==> config.mk <==
export PLATFORM = sky130hd
export DESIGN_NAME = additive_solenoid_alarm_supervisor
export DESIGN_NICKNAME = d
export VERILOG_FILES = /design/src/include/addsol_pkg.sv /design/src/hw/additive_solenoid_alarm_supervisor.sv
export VERILOG_INCLUDE_DIRS = /design/src /design/src/include
export SDC_FILE = /design/constraint.sdc
export NUM_CORES = 1
export LEC_CHECK = 0
export ABC_AREA = 1
export BUFFER_PORTS_ARGS = -buffer_cell sky130_fd_sc_hd__buf_2
export CAP_MARGIN = 20
export CELL_PAD_IN_SITES_DETAIL_PLACEMENT = 1
export CELL_PAD_IN_SITES_GLOBAL_PLACEMENT = 1
export CORE_MARGIN = 1.5
export CORE_UTILIZATION = 45
export CTS_CLUSTER_DIAMETER = 120
export CTS_CLUSTER_SIZE = 28
export DETAILED_ROUTE_END_ITERATION = 8
export PLACE_DENSITY = 0.8
export SLEW_MARGIN = 15
export SYNTH_ARGS = -nofsm -noshare
export SYNTH_HDL_FRONTEND = slang
export SYNTH_SLANG_ARGS = --single-unit
export TNS_END_PERCENT = 30
==> constraint.sdc <==
create_clock -name clk -period 10.7 [get_ports clk]
set_input_delay 3.21 -clock clk [delete_from_list [all_inputs] [get_ports clk]]
set_output_delay 3.21 -clock clk [all_outputs]
set_load 0.05 [all_outputs]
==> src/include/addsol_regs.svh <==
`ifndef ADDSOL_REGS_SVH
`define ADDSOL_REGS_SVH
// Word offsets on the 4-bit register port
`define OFS_CTRL 4'h0
`define OFS_STATUS 4'h1
`define OFS_IRQ_ST 4'h2
`define OFS_IRQ_MASK 4'h3
`define OFS_ACTION 4'h4
`define OFS_VOLUME 4'h5
`define OFS_DWELL 4'h6
`define OFS_CLOSE 4'h7
`define OFS_RETRY 4'h8
`define OFS_NOADD 4'h9
`define OFS_LEAK_LIM 4'hA
`define OFS_LEAK_WIN 4'hB
`define OFS_PUMP_TO 4'hC
`define OFS_BLOCK_TO 4'hD
`define OFS_DELIVERED 4'hE
// Control bit positions
`define CTRL_START 0
`define CTRL_PUMP 1
`define CTRL_BLOCK 2
`define CTRL_CLEAR 3
// Alarm indices, shared by status, mask and action fields
`define AL_LEAK 0
`define AL_NOADD 1
`define AL_PUMP 2
`define AL_BLOCK 3
`define IRQ_DONE 4
// Reset values
`define RST_ACTION 8'h02
`define RST_VOLUME 16'h0001
`define RST_DWELL 16'h0000
`define RST_CLOSE 16'h01F4
`define RST_RETRY 16'h0002
`define RST_NOADD 16'h0002
`define RST_LEAK_LIM 16'h0064
`define RST_LEAK_WIN 16'h003C
`define RST_FB_TO 16'h000F
// Limits
`define MAX_RETRY 16'h0002
`define MIN_CLOSE 16'h01F4
`define MAX_CLOSE 16'h2710
`define MAX_DWELL 16'h7FFF
`define MAX_NOADD 16'h0009
`define MAX_LEAK_LIM 16'h03E7
`define MAX_LEAK_WIN 16'h0063
`define MAX_FB_TO 16'h00FF
// Timing
`define CLK_PERIOD_NS 100
`define MS_NS 1000000
`define MS_CYCLES (`MS_NS / `CLK_PERIOD_NS)
`define SEC_MS 18'h0_03E8
`endif

==> src/include/addsol_pkg.sv <==
`default_nettype none
package addsol_pkg;
    typedef enum logic [1:0] {
        ACT_DISABLED = 2'h0,
        ACT_DISPLAY = 2'h1,
        ACT_SHUTDOWN = 2'h2,
        ACT_PAUSE = 2'h3
    } action_t;
    typedef enum logic [1:0] {
        ST_IDLE = 2'h0,
        ST_ON = 2'h1,
        ST_OFF = 2'h3,
        ST_CLOSE = 2'h2
    } inj_state_t;
endpackage
`default_nettype wire

==> src/hw/additive_solenoid_alarm_supervisor.sv <==
// The plain strobed port and the register addresses are this design's own decisions.
`include "addsol_regs.svh"
`default_nettype none
module additive_solenoid_alarm_supervisor
    import addsol_pkg::*;
#(
    parameter int MS_CYCLES = `MS_CYCLES,
    parameter int VOL_W = 16
) (
    input wire logic clk, // 10 MHz system clock
    input wire logic reset_n, // Asynchronous reset
    input wire logic [3:0] addr, // Register word address
    input wire logic [15:0] wdata, // Write data
    input wire logic wr_en, // Write strobe
    input wire logic rd_en, // Read strobe
    output logic [15:0] rdata, // Read data, cycle after rd_en
    input wire logic meter_pulse, // Additive meter pulse pin
    input wire logic pump_fb, // Pump running feedback pin
    input wire logic block_fb, // Block valve open feedback pin
    output logic solenoid, // Injection solenoid drive
    output logic alarm_ind, // Alarm indication output
    output logic alarm_shutdown, // Alarm shutdown output
    output logic batch_stop, // Running batch stopped
    output logic batch_pause, // Running batch paused
    output logic irq // Level interrupt
);

    localparam int DIV_W = $clog2(MS_CYCLES + 1);
    if (MS_CYCLES < 2 || VOL_W < 1 || VOL_W > 16) begin : g_check
        $error("Unsupported parameter values");
    end
    function automatic logic [15:0] clamp(input logic [15:0] v, input logic [15:0] lo, input logic [15:0] hi);
        return (v < lo) ? lo : ((v > hi) ? hi : v);
    endfunction

    logic pump_demand_reg, block_demand_reg;
    logic [4:0] irq_mask_reg, irq_st_reg;
    logic [7:0] action_reg;
    logic [VOL_W-1:0] volume_reg, delivered_reg;
    logic [14:0] dwell_reg;
    logic [13:0] close_reg;
    logic [1:0] retry_reg, retry_cnt_reg;
    logic [3:0] noadd_reg;
    logic [9:0] leak_lim_reg;
    logic [6:0] leak_win_reg;
    logic [7:0] fb_to_reg [2];
    logic [DIV_W-1:0] ms_div_reg;
    logic [2:0] meter_sync_reg;
    inj_state_t state_reg;
    logic [17:0] ms_cnt_reg, noadd_ms_reg, leak_ms_reg;
    logic [17:0] dwell_tgt, off_tgt, close_tgt, noadd_tgt, leak_tgt;
    logic [10:0] leak_cnt_reg;
    logic ms_tick_reg, meter_edge, seen_reg, done_pulse_reg, noadd_fault_reg, solenoid_reg, leak_cond;
    logic ind_reg, sd_reg, stop_reg, pause_reg, irq_reg, wr_ctrl, start_req, clear_req;
    logic [15:0] rdata_reg;
    wire logic [1:0] fb_in, fb_level, fb_fault;
    wire logic [3:0] cond, alarm_vec, raise_vec, ind_vec, sd_vec, stop_vec, pause_vec;

    assign wr_ctrl = wr_en && addr == `OFS_CTRL;
    assign start_req = wr_ctrl && wdata[`CTRL_START];
    assign clear_req = wr_ctrl && wdata[`CTRL_CLEAR];
    assign dwell_tgt = 18'(dwell_reg);
    // Dwell zero still needs a short gap so a retry is a real reopen
    assign off_tgt = (dwell_reg == 15'h0000) ? 18'h0_0001 : dwell_tgt;
    assign close_tgt = 18'(close_reg);
    assign noadd_tgt = 18'(noadd_reg) * `SEC_MS;
    assign leak_tgt = 18'(leak_win_reg) * `SEC_MS;
    assign meter_edge = meter_sync_reg[1] && !meter_sync_reg[2];

    // Shared one-millisecond tick
    always_ff @(posedge clk or negedge reset_n) begin
        if (!reset_n) begin
            ms_div_reg <= '0;
            ms_tick_reg <= 1'h0;
        end else if (ms_div_reg == DIV_W'(MS_CYCLES - 1)) begin
            ms_div_reg <= '0;
            ms_tick_reg <= 1'h1;
        end else begin
            ms_div_reg <= ms_div_reg + 1'h1;
            ms_tick_reg <= 1'h0;
        end
    end

    // Third stage only feeds the edge detector
    always_ff @(posedge clk or negedge reset_n) begin
        if (!reset_n) begin
            meter_sync_reg <= '0;
        end else begin
            meter_sync_reg <= {meter_sync_reg[1:0], meter_pulse};
        end
    end

    // Configuration writes, clamped to the legal ranges
    always_ff @(posedge clk or negedge reset_n) begin
        if (!reset_n) begin
            pump_demand_reg <= 1'h0;
            block_demand_reg <= 1'h0;
            irq_mask_reg <= '0;
            action_reg <= `RST_ACTION;
            volume_reg <= VOL_W'(`RST_VOLUME);
            dwell_reg <= 15'(`RST_DWELL);
            close_reg <= 14'(`RST_CLOSE);
            retry_reg <= 2'(`RST_RETRY);
            noadd_reg <= 4'(`RST_NOADD);
            leak_lim_reg <= 10'(`RST_LEAK_LIM);
            leak_win_reg <= 7'(`RST_LEAK_WIN);
            fb_to_reg[0] <= 8'(`RST_FB_TO);
            fb_to_reg[1] <= 8'(`RST_FB_TO);
        end else if (wr_en) begin
            case (addr)
                `OFS_CTRL: begin
                    pump_demand_reg <= wdata[`CTRL_PUMP];
                    block_demand_reg <= wdata[`CTRL_BLOCK];
                end
                `OFS_IRQ_MASK: irq_mask_reg <= wdata[4:0];
                `OFS_ACTION: action_reg <= wdata[7:0];
                `OFS_VOLUME: volume_reg <= wdata[VOL_W-1:0];
                `OFS_DWELL: dwell_reg <= 15'(clamp(wdata, 16'h0000, `MAX_DWELL));
                `OFS_CLOSE: close_reg <= 14'(clamp(wdata, `MIN_CLOSE, `MAX_CLOSE));
                `OFS_RETRY: retry_reg <= 2'(clamp(wdata, 16'h0000, `MAX_RETRY));
                `OFS_NOADD: noadd_reg <= 4'(clamp(wdata, 16'h0001, `MAX_NOADD));
                `OFS_LEAK_LIM: leak_lim_reg <= 10'(clamp(wdata, 16'h0000, `MAX_LEAK_LIM));
                `OFS_LEAK_WIN: leak_win_reg <= 7'(clamp(wdata, 16'h0001, `MAX_LEAK_WIN));
                `OFS_PUMP_TO: fb_to_reg[0] <= 8'(clamp(wdata, 16'h0001, `MAX_FB_TO));
                `OFS_BLOCK_TO: fb_to_reg[1] <= 8'(clamp(wdata, 16'h0001, `MAX_FB_TO));
                default: begin
                end
            endcase
        end
    end

    // Injection sequence: open, stroke, retry and close-delay supervision
    always_ff @(posedge clk or negedge reset_n) begin
        if (!reset_n) begin
            state_reg <= ST_IDLE;
            delivered_reg <= '0;
            ms_cnt_reg <= '0;
            noadd_ms_reg <= '0;
            retry_cnt_reg <= '0;
            seen_reg <= 1'h0;
            done_pulse_reg <= 1'h0;
            noadd_fault_reg <= 1'h0;
        end else begin
            done_pulse_reg <= 1'h0;
            noadd_fault_reg <= 1'h0;
            case (state_reg)
                ST_IDLE: begin
                    // A stopped or paused batch refuses a new injection
                    if (start_req && !stop_reg && !pause_reg) begin
                        state_reg <= ST_ON;
                        delivered_reg <= '0;
                        ms_cnt_reg <= '0;
                        noadd_ms_reg <= '0;
                        retry_cnt_reg <= '0;
                        seen_reg <= 1'h0;
                    end
                end
                ST_ON, ST_OFF: begin
                    if (meter_edge) begin
                        delivered_reg <= delivered_reg + 1'h1;
                        seen_reg <= 1'h1;
                    end
                    if (stop_reg) begin
                        state_reg <= ST_IDLE;
                    end else if (delivered_reg >= volume_reg) begin
                        state_reg <= ST_CLOSE;
                        ms_cnt_reg <= '0;
                        done_pulse_reg <= 1'h1;
                    end else if (ms_tick_reg && !pause_reg) begin
                        if (state_reg == ST_ON && !seen_reg && noadd_ms_reg == noadd_tgt - 1'h1) begin
                            noadd_ms_reg <= '0;
                            ms_cnt_reg <= '0;
                            if (retry_cnt_reg < retry_reg) begin
                                retry_cnt_reg <= retry_cnt_reg + 1'h1;
                                state_reg <= ST_OFF;
                            end else begin
                                noadd_fault_reg <= 1'h1;
                                state_reg <= ST_CLOSE;
                            end
                        end else begin
                            if (state_reg == ST_ON && !seen_reg) begin
                                noadd_ms_reg <= noadd_ms_reg + 1'h1;
                            end
                            if (state_reg == ST_OFF) begin
                                if (ms_cnt_reg == off_tgt - 1'h1) begin
                                    ms_cnt_reg <= '0;
                                    state_reg <= ST_ON;
                                end else begin
                                    ms_cnt_reg <= ms_cnt_reg + 1'h1;
                                end
                            end else if (dwell_reg != 15'h0000) begin
                                if (ms_cnt_reg == dwell_tgt - 1'h1) begin
                                    ms_cnt_reg <= '0;
                                    state_reg <= ST_OFF;
                                end else begin
                                    ms_cnt_reg <= ms_cnt_reg + 1'h1;
                                end
                            end
                        end
                    end
                end
                ST_CLOSE: begin
                    // Trailing pulses inside the close delay still count as delivered
                    if (meter_edge) begin
                        delivered_reg <= delivered_reg + 1'h1;
                    end
                    if (ms_tick_reg) begin
                        if (ms_cnt_reg == close_tgt - 1'h1) begin
                            state_reg <= ST_IDLE;
                        end else begin
                            ms_cnt_reg <= ms_cnt_reg + 1'h1;
                        end
                    end
                end
                default: state_reg <= ST_IDLE;
            endcase
        end
    end

    // Solenoid lags the state by one cycle so pause and stop can cut it
    always_ff @(posedge clk or negedge reset_n) begin
        if (!reset_n) begin
            solenoid_reg <= 1'h0;
        end else begin
            solenoid_reg <= state_reg == ST_ON && !pause_reg && !stop_reg;
        end
    end

    // Leak monitor runs only in ST_IDLE, never during injection or the close delay
    always_ff @(posedge clk or negedge reset_n) begin
        if (!reset_n) begin
            leak_ms_reg <= '0;
            leak_cnt_reg <= '0;
        end else if (state_reg != ST_IDLE) begin
            leak_ms_reg <= '0;
            leak_cnt_reg <= '0;
        end else if (ms_tick_reg && leak_ms_reg == leak_tgt - 1'h1) begin
            leak_ms_reg <= '0;
            leak_cnt_reg <= meter_edge ? 11'h001 : 11'h000;
        end else begin
            if (ms_tick_reg) begin
                leak_ms_reg <= leak_ms_reg + 1'h1;
            end
            // Saturates just past the limit; the exact excess is not needed
            if (meter_edge && leak_cnt_reg <= 11'(leak_lim_reg)) begin
                leak_cnt_reg <= leak_cnt_reg + 1'h1;
            end
        end
    end

    assign leak_cond = state_reg == ST_IDLE && leak_cnt_reg > 11'(leak_lim_reg);

    // Pump and block valve feedback supervisors
    assign fb_in = {block_fb, pump_fb};

    for (genvar i = 0; i < 2; i++) begin : g_fb
        logic [1:0] sync_reg;
        logic [17:0] ms_reg;
        logic [17:0] tgt;
        logic demand;

        assign tgt = 18'(fb_to_reg[i]) * `SEC_MS;
        assign demand = (i == 0) ? pump_demand_reg : block_demand_reg;

        always_ff @(posedge clk or negedge reset_n) begin
            if (!reset_n) begin
                sync_reg <= '0;
            end else begin
                sync_reg <= {sync_reg[0], fb_in[i]};
            end
        end

        always_ff @(posedge clk or negedge reset_n) begin
            if (!reset_n) begin
                ms_reg <= '0;
            end else if (!demand || sync_reg[1]) begin
                ms_reg <= '0;
            end else if (ms_tick_reg && ms_reg != tgt) begin
                ms_reg <= ms_reg + 1'h1;
            end
        end

        assign fb_level[i] = sync_reg[1];
        assign fb_fault[i] = ms_reg == tgt;
    end

    assign cond = {fb_fault[1], fb_fault[0], noadd_fault_reg, leak_cond};

    // Per-alarm latch and action decode
    for (genvar a = 0; a < 4; a++) begin : g_alarm
        action_t act;
        logic hit;
        logic latch_reg;

        assign act = action_t'(action_reg[2*a +: 2]);
        assign hit = cond[a] && act != ACT_DISABLED;

        // A new occurrence in the clearing cycle keeps the alarm
        always_ff @(posedge clk or negedge reset_n) begin
            if (!reset_n) begin
                latch_reg <= 1'h0;
            end else if (hit) begin
                latch_reg <= 1'h1;
            end else if (clear_req) begin
                latch_reg <= 1'h0;
            end
        end

        assign alarm_vec[a] = latch_reg;
        assign raise_vec[a] = hit && !latch_reg;
        assign ind_vec[a] = latch_reg && act != ACT_DISABLED;
        assign sd_vec[a] = latch_reg && (act == ACT_SHUTDOWN || act == ACT_PAUSE);
        assign stop_vec[a] = latch_reg && act == ACT_SHUTDOWN;
        assign pause_vec[a] = latch_reg && act == ACT_PAUSE;
    end

    always_ff @(posedge clk or negedge reset_n) begin
        if (!reset_n) begin
            ind_reg <= 1'h0;
            sd_reg <= 1'h0;
            stop_reg <= 1'h0;
            pause_reg <= 1'h0;
        end else begin
            ind_reg <= |ind_vec;
            sd_reg <= |sd_vec;
            stop_reg <= |stop_vec;
            // Stopping outranks pausing when both are configured
            pause_reg <= |pause_vec && !(|stop_vec);
        end
    end

    // Sticky event bits, write one to clear; a set in the same cycle wins
    always_ff @(posedge clk or negedge reset_n) begin
        if (!reset_n) begin
            irq_st_reg <= '0;
            irq_reg <= 1'h0;
        end else begin
            irq_st_reg <= (irq_st_reg & ~((wr_en && addr == `OFS_IRQ_ST) ? wdata[4:0] : 5'h00))
                | {done_pulse_reg, raise_vec};
            irq_reg <= |(irq_st_reg & irq_mask_reg);
        end
    end

    always_ff @(posedge clk or negedge reset_n) begin
        if (!reset_n) begin
            rdata_reg <= '0;
        end else if (rd_en) begin
            case (addr)
                `OFS_CTRL: rdata_reg <= {12'h000, 1'h0, block_demand_reg, pump_demand_reg, 1'h0};
                `OFS_STATUS: rdata_reg <= {5'h00, fb_level, alarm_vec, retry_cnt_reg, state_reg, solenoid_reg};
                `OFS_IRQ_ST: rdata_reg <= {11'h000, irq_st_reg};
                `OFS_IRQ_MASK: rdata_reg <= {11'h000, irq_mask_reg};
                `OFS_ACTION: rdata_reg <= {8'h00, action_reg};
                `OFS_VOLUME: rdata_reg <= 16'(volume_reg);
                `OFS_DWELL: rdata_reg <= {1'h0, dwell_reg};
                `OFS_CLOSE: rdata_reg <= {2'h0, close_reg};
                `OFS_RETRY: rdata_reg <= {14'h0000, retry_reg};
                `OFS_NOADD: rdata_reg <= {12'h000, noadd_reg};
                `OFS_LEAK_LIM: rdata_reg <= {6'h00, leak_lim_reg};
                `OFS_LEAK_WIN: rdata_reg <= {9'h000, leak_win_reg};
                `OFS_PUMP_TO: rdata_reg <= {8'h00, fb_to_reg[0]};
                `OFS_BLOCK_TO: rdata_reg <= {8'h00, fb_to_reg[1]};
                `OFS_DELIVERED: rdata_reg <= 16'(delivered_reg);
                default: rdata_reg <= '0;
            endcase
        end else begin
            rdata_reg <= '0;
        end
    end

    assign rdata = rdata_reg;
    assign solenoid = solenoid_reg;
    assign alarm_ind = ind_reg;
    assign alarm_shutdown = sd_reg;
    assign batch_stop = stop_reg;
    assign batch_pause = pause_reg;
    assign irq = irq_reg;

endmodule
`default_nettype wire

==> key figures <==
STA
  • Period utilisation layout: 51.9%
  • Slew Limit Fails: 0
  • Slew HR: 37.8%
  • Period minus WS final: 5.55 ns
  • Final Hold Slack: 0.363 ns
  • RSZ-0062 raised after global routing: false
  • Final Skew: 0.0320 ns
  • Worst Slack Setup Final: 5.15 ns
  • Fmax: 180 MHz
  • Fin. Hold Viols: 0
  • Endpoints failing setup: 0
  • Total Neg Setup Slack: 0 ns
  • Worst slew pin tran: 0.929 ns

Synthesis
  • Share of the synthesized area in the top cell type: 27.3%
  • Ys flop type: dfrtp_1
  • #FFs+latches synth: 276
  • EDFF count, synth: 0
  • Syn avg cell area: 7.35 sq um
  • Sequential area share after synthesis: 30.1%
  • Gate Count Post-Synth: 3,131
  • Async set-or-reset flop fraction in the synthesized netlist: 100%
  • Post-Syn Nets: 3,390
  • Synth unique cells: 78
  • Ranking of synthesized cells by area: dfrtp_1, nand2_1, ha_1
  • Leading area contributor after synthesis: dfrtp_1
  • Synth Warn #: 0
  • Mapped Area: 23,000 sq um

Global routing
  • Vias in the first global route: 22.7k
  • GRT Total Usage: 29.7%
  • First-pass GRT wire length: 124 mm
  • Met3 usage: 3.92%
  • Initial antenna violation count: 4
  • Gr busiest metal: met2
  • M2 GR Usage: 50.2%
  • Met1 usage in global routing: 38.8%
  • Largest net degree at the start of global routing: 129
  • Total grt overflow: 0

Floorplanning
  • Core area: 50,300 sq um
  • Die H: 229 microns
  • Die width: 229 microns
  • Initial core utilization: 45.8%
  • Die area: 52,500 sq um
  • Row count: 82
  • IO Pins: 49

Worst setup path
  • Worst-path maximum fanout: 21
  • Slowest Stage Delay on Critical Path: 0.68 ns
  • Worst Setup Path Type: reg -> reg
  • Crit start category: flip-flop
  • CP dominant cell by count: nand2_1
  • CP required: 11.11 ns
  • Crit end category: flip-flop
  • CP delay by family, top: adder cells
  • Slowest-stage cell, CP: dfstp_2
  • CP cell instances: fa_1, inv_1, fa_1, fa_1, inv_1, fa_1, ha_1, nand2_1, nor2_1, nand2_1, nand3_1, nand2_1, nand2_1, nand2_1, nor2_1, nand2_1, nand3_1, nand4_1, nor2_1, nand4_2, nand2_2, nor2_1
  • Worst EP arrival: 5.95 ns
  • Worst Path Buf+Inv: 2

Outcome
  • Status: finished, final reports clean

Clock network
  • Clock Sinks: 276
  • Post-CTS sizing: 0
  • CTS tree: done
  • CTS Buf Count: 16
  • Max Root-Sink Buffers: 3
  • Later-pin clock latency in the skew report: 0.56 ns
  • Htree depth: 1
  • CTS Hold Buffers Added: 0
  • CTS Root Cell: clkbuf_16
  • Postcts setup bufs: 0
  • Reg clk slew, reported paths: 0.11 ns

Pwr
  • Logic pwr share: 70.9%
  • Sequential share of power: 19.4%
  • Power per cell area: 309 nW/um^2
  • Peak supply drop: 0.000281 V
  • Final Power: 7.55 mW
  • Internal: 3.49 mW
  • Sw Pwr: 4.06 mW
  • Clock power frac: 9.8%
  • Sw Ratio: 53.8%
  • LEAKAGE: 11.8 nW

Placed design
  • DP HPWL: 62.4 mm
  • Area post-placement: 23,900 sq um
  • Pre-CTS WS: 4.43 ns
  • Final RePlAce weighted congestion: 0.988
  • # port buffers: 48

Detailed routing
  • Vias/cell: 5.59
  • TritonRoute pass-1 iters: 5
  • DRC viols: 0
  • Initial DRC Count: 1,175
  • Routed via count: 21.4k
  • Final wirelength: 77.5 mm
  • Routed wire length per instance: 20.3 microns
  • Routed Antenna Nets: 0

Finish
  • Max FFs per register: 36
  • Most frequent cells in the layout: nand2_1, inv_1, nor2_1, dfrtp_1, nand3_1
  • Commonest non-fill, non-tap cell in the layout: nand2_1
  • Nets@finish: 3,400
  • Synth-to-layout area growth: 6.09%
  • Fin area: 24,400 sq um
  • Layout cells sized above 1: 6.47%

Worst hold path
  • HP Class: reg -> reg

Run
  • Max-Cap Viols: 0
## final timing paths
kind	end	cells after the start	slack [ns]	start
max	leak_ms_reg[17]	22	5.15	leak_win_reg[2]
min in group asynchronous	g_fb[1].ms_reg[8]	1	2.68	reset_n
max reg2reg	leak_ms_reg[17]	22	5.15	leak_win_reg[2]
min reg2reg	g_fb[0].sync_reg[1]	0	0.36	g_fb[0].sync_reg[0]
min	g_fb[0].sync_reg[1]	0	0.36	g_fb[0].sync_reg[0]
max in group asynchronous	dwell_reg[14]	3	5.95	reset_n
## power groups by stage
stage	clock, mW	sequential [mW]	combinational, mW
after floorplan	0	1.41	4.07
after global placement	0	1.47	5.07
after detailed placement	0	1.48	5.34
after CTS	0.755	1.46	5.39
after global routing	0.786	1.48	6.10
final	0.739	1.46	5.35
## layer usage
metal | up-vias | part of all wire, %
li1 | 10174 | -
met1 | 10585 | 44
met2 | 475 | 47
met3 | 153 | 4.7
met4 | 4 | 4.0
met5 | - | 0.037
## area by class of cell
class,instances,area (sq um)
fillers,6496,25900
multi-input cells,2326,14000
flip-flops and latches,276,6940
inverters,467,1750
well taps,672,841
clock buffers,20,437
repair buffers,54,308
clock inverters,8,105
diodes,2,5.00
## synth_stat cells (57+ instances only)
master / number
a21oi_1: 96
dfrtp_1: 251
fa_1: 69
ha_1: 163
inv_1: 443
nand2_1: 739
nand3_1: 233
nand4_1: 57
nor2_1: 319
nor3_1: 60
o21ai_0: 166
xor2_1: 119
## worst reg2reg max path, stage by stage, from the launching register on
cell,delay [ns]
dfstp_2,0.68
fa_1,0.47
inv_1,0.10
fa_1,0.46
fa_1,0.56
inv_1,0.06
fa_1,0.46
ha_1,0.42
nand2_1,0.13
nor2_1,0.16
nand2_1,0.12
nand3_1,0.10
nand2_1,0.05
nand2_1,0.14
nand2_1,0.07
nor2_1,0.19
nand2_1,0.08
nand3_1,0.11
nand4_1,0.10
nor2_1,0.14
nand4_2,0.20
nand2_2,0.50
nor2_1,0.12
## logic make-up (layout without fill, tap and decap cells)
kind of cell / Yosys count / after routing / synth area share [%]
and+or+nand+nor: 1531 / 1531 / 29.5
buffers and inverters: 529 / 549 / 8.90
AOI/OAI and AO/OA: 396 / 396 / 10.1
DFF: 276 / 276 / 30.1
adders and majority gates: 232 / 232 / 14.9
xor gates and xnor gates: 164 / 164 / 6.30
muxes: 3 / 3 / 0.141
other: 0 / 2 / 0
## per-stage QoR
stage          std cells  util (%)
6_report            3825      48.6
5_1_grt             3823      48.6
4_1_cts             3823      48.6
3_5_place_dp        3795      47.5
3_3_place_gp        3795      47.5
2_1_floorplan       3131         -
No activity file was read; power rests on OpenSTA's default activity.
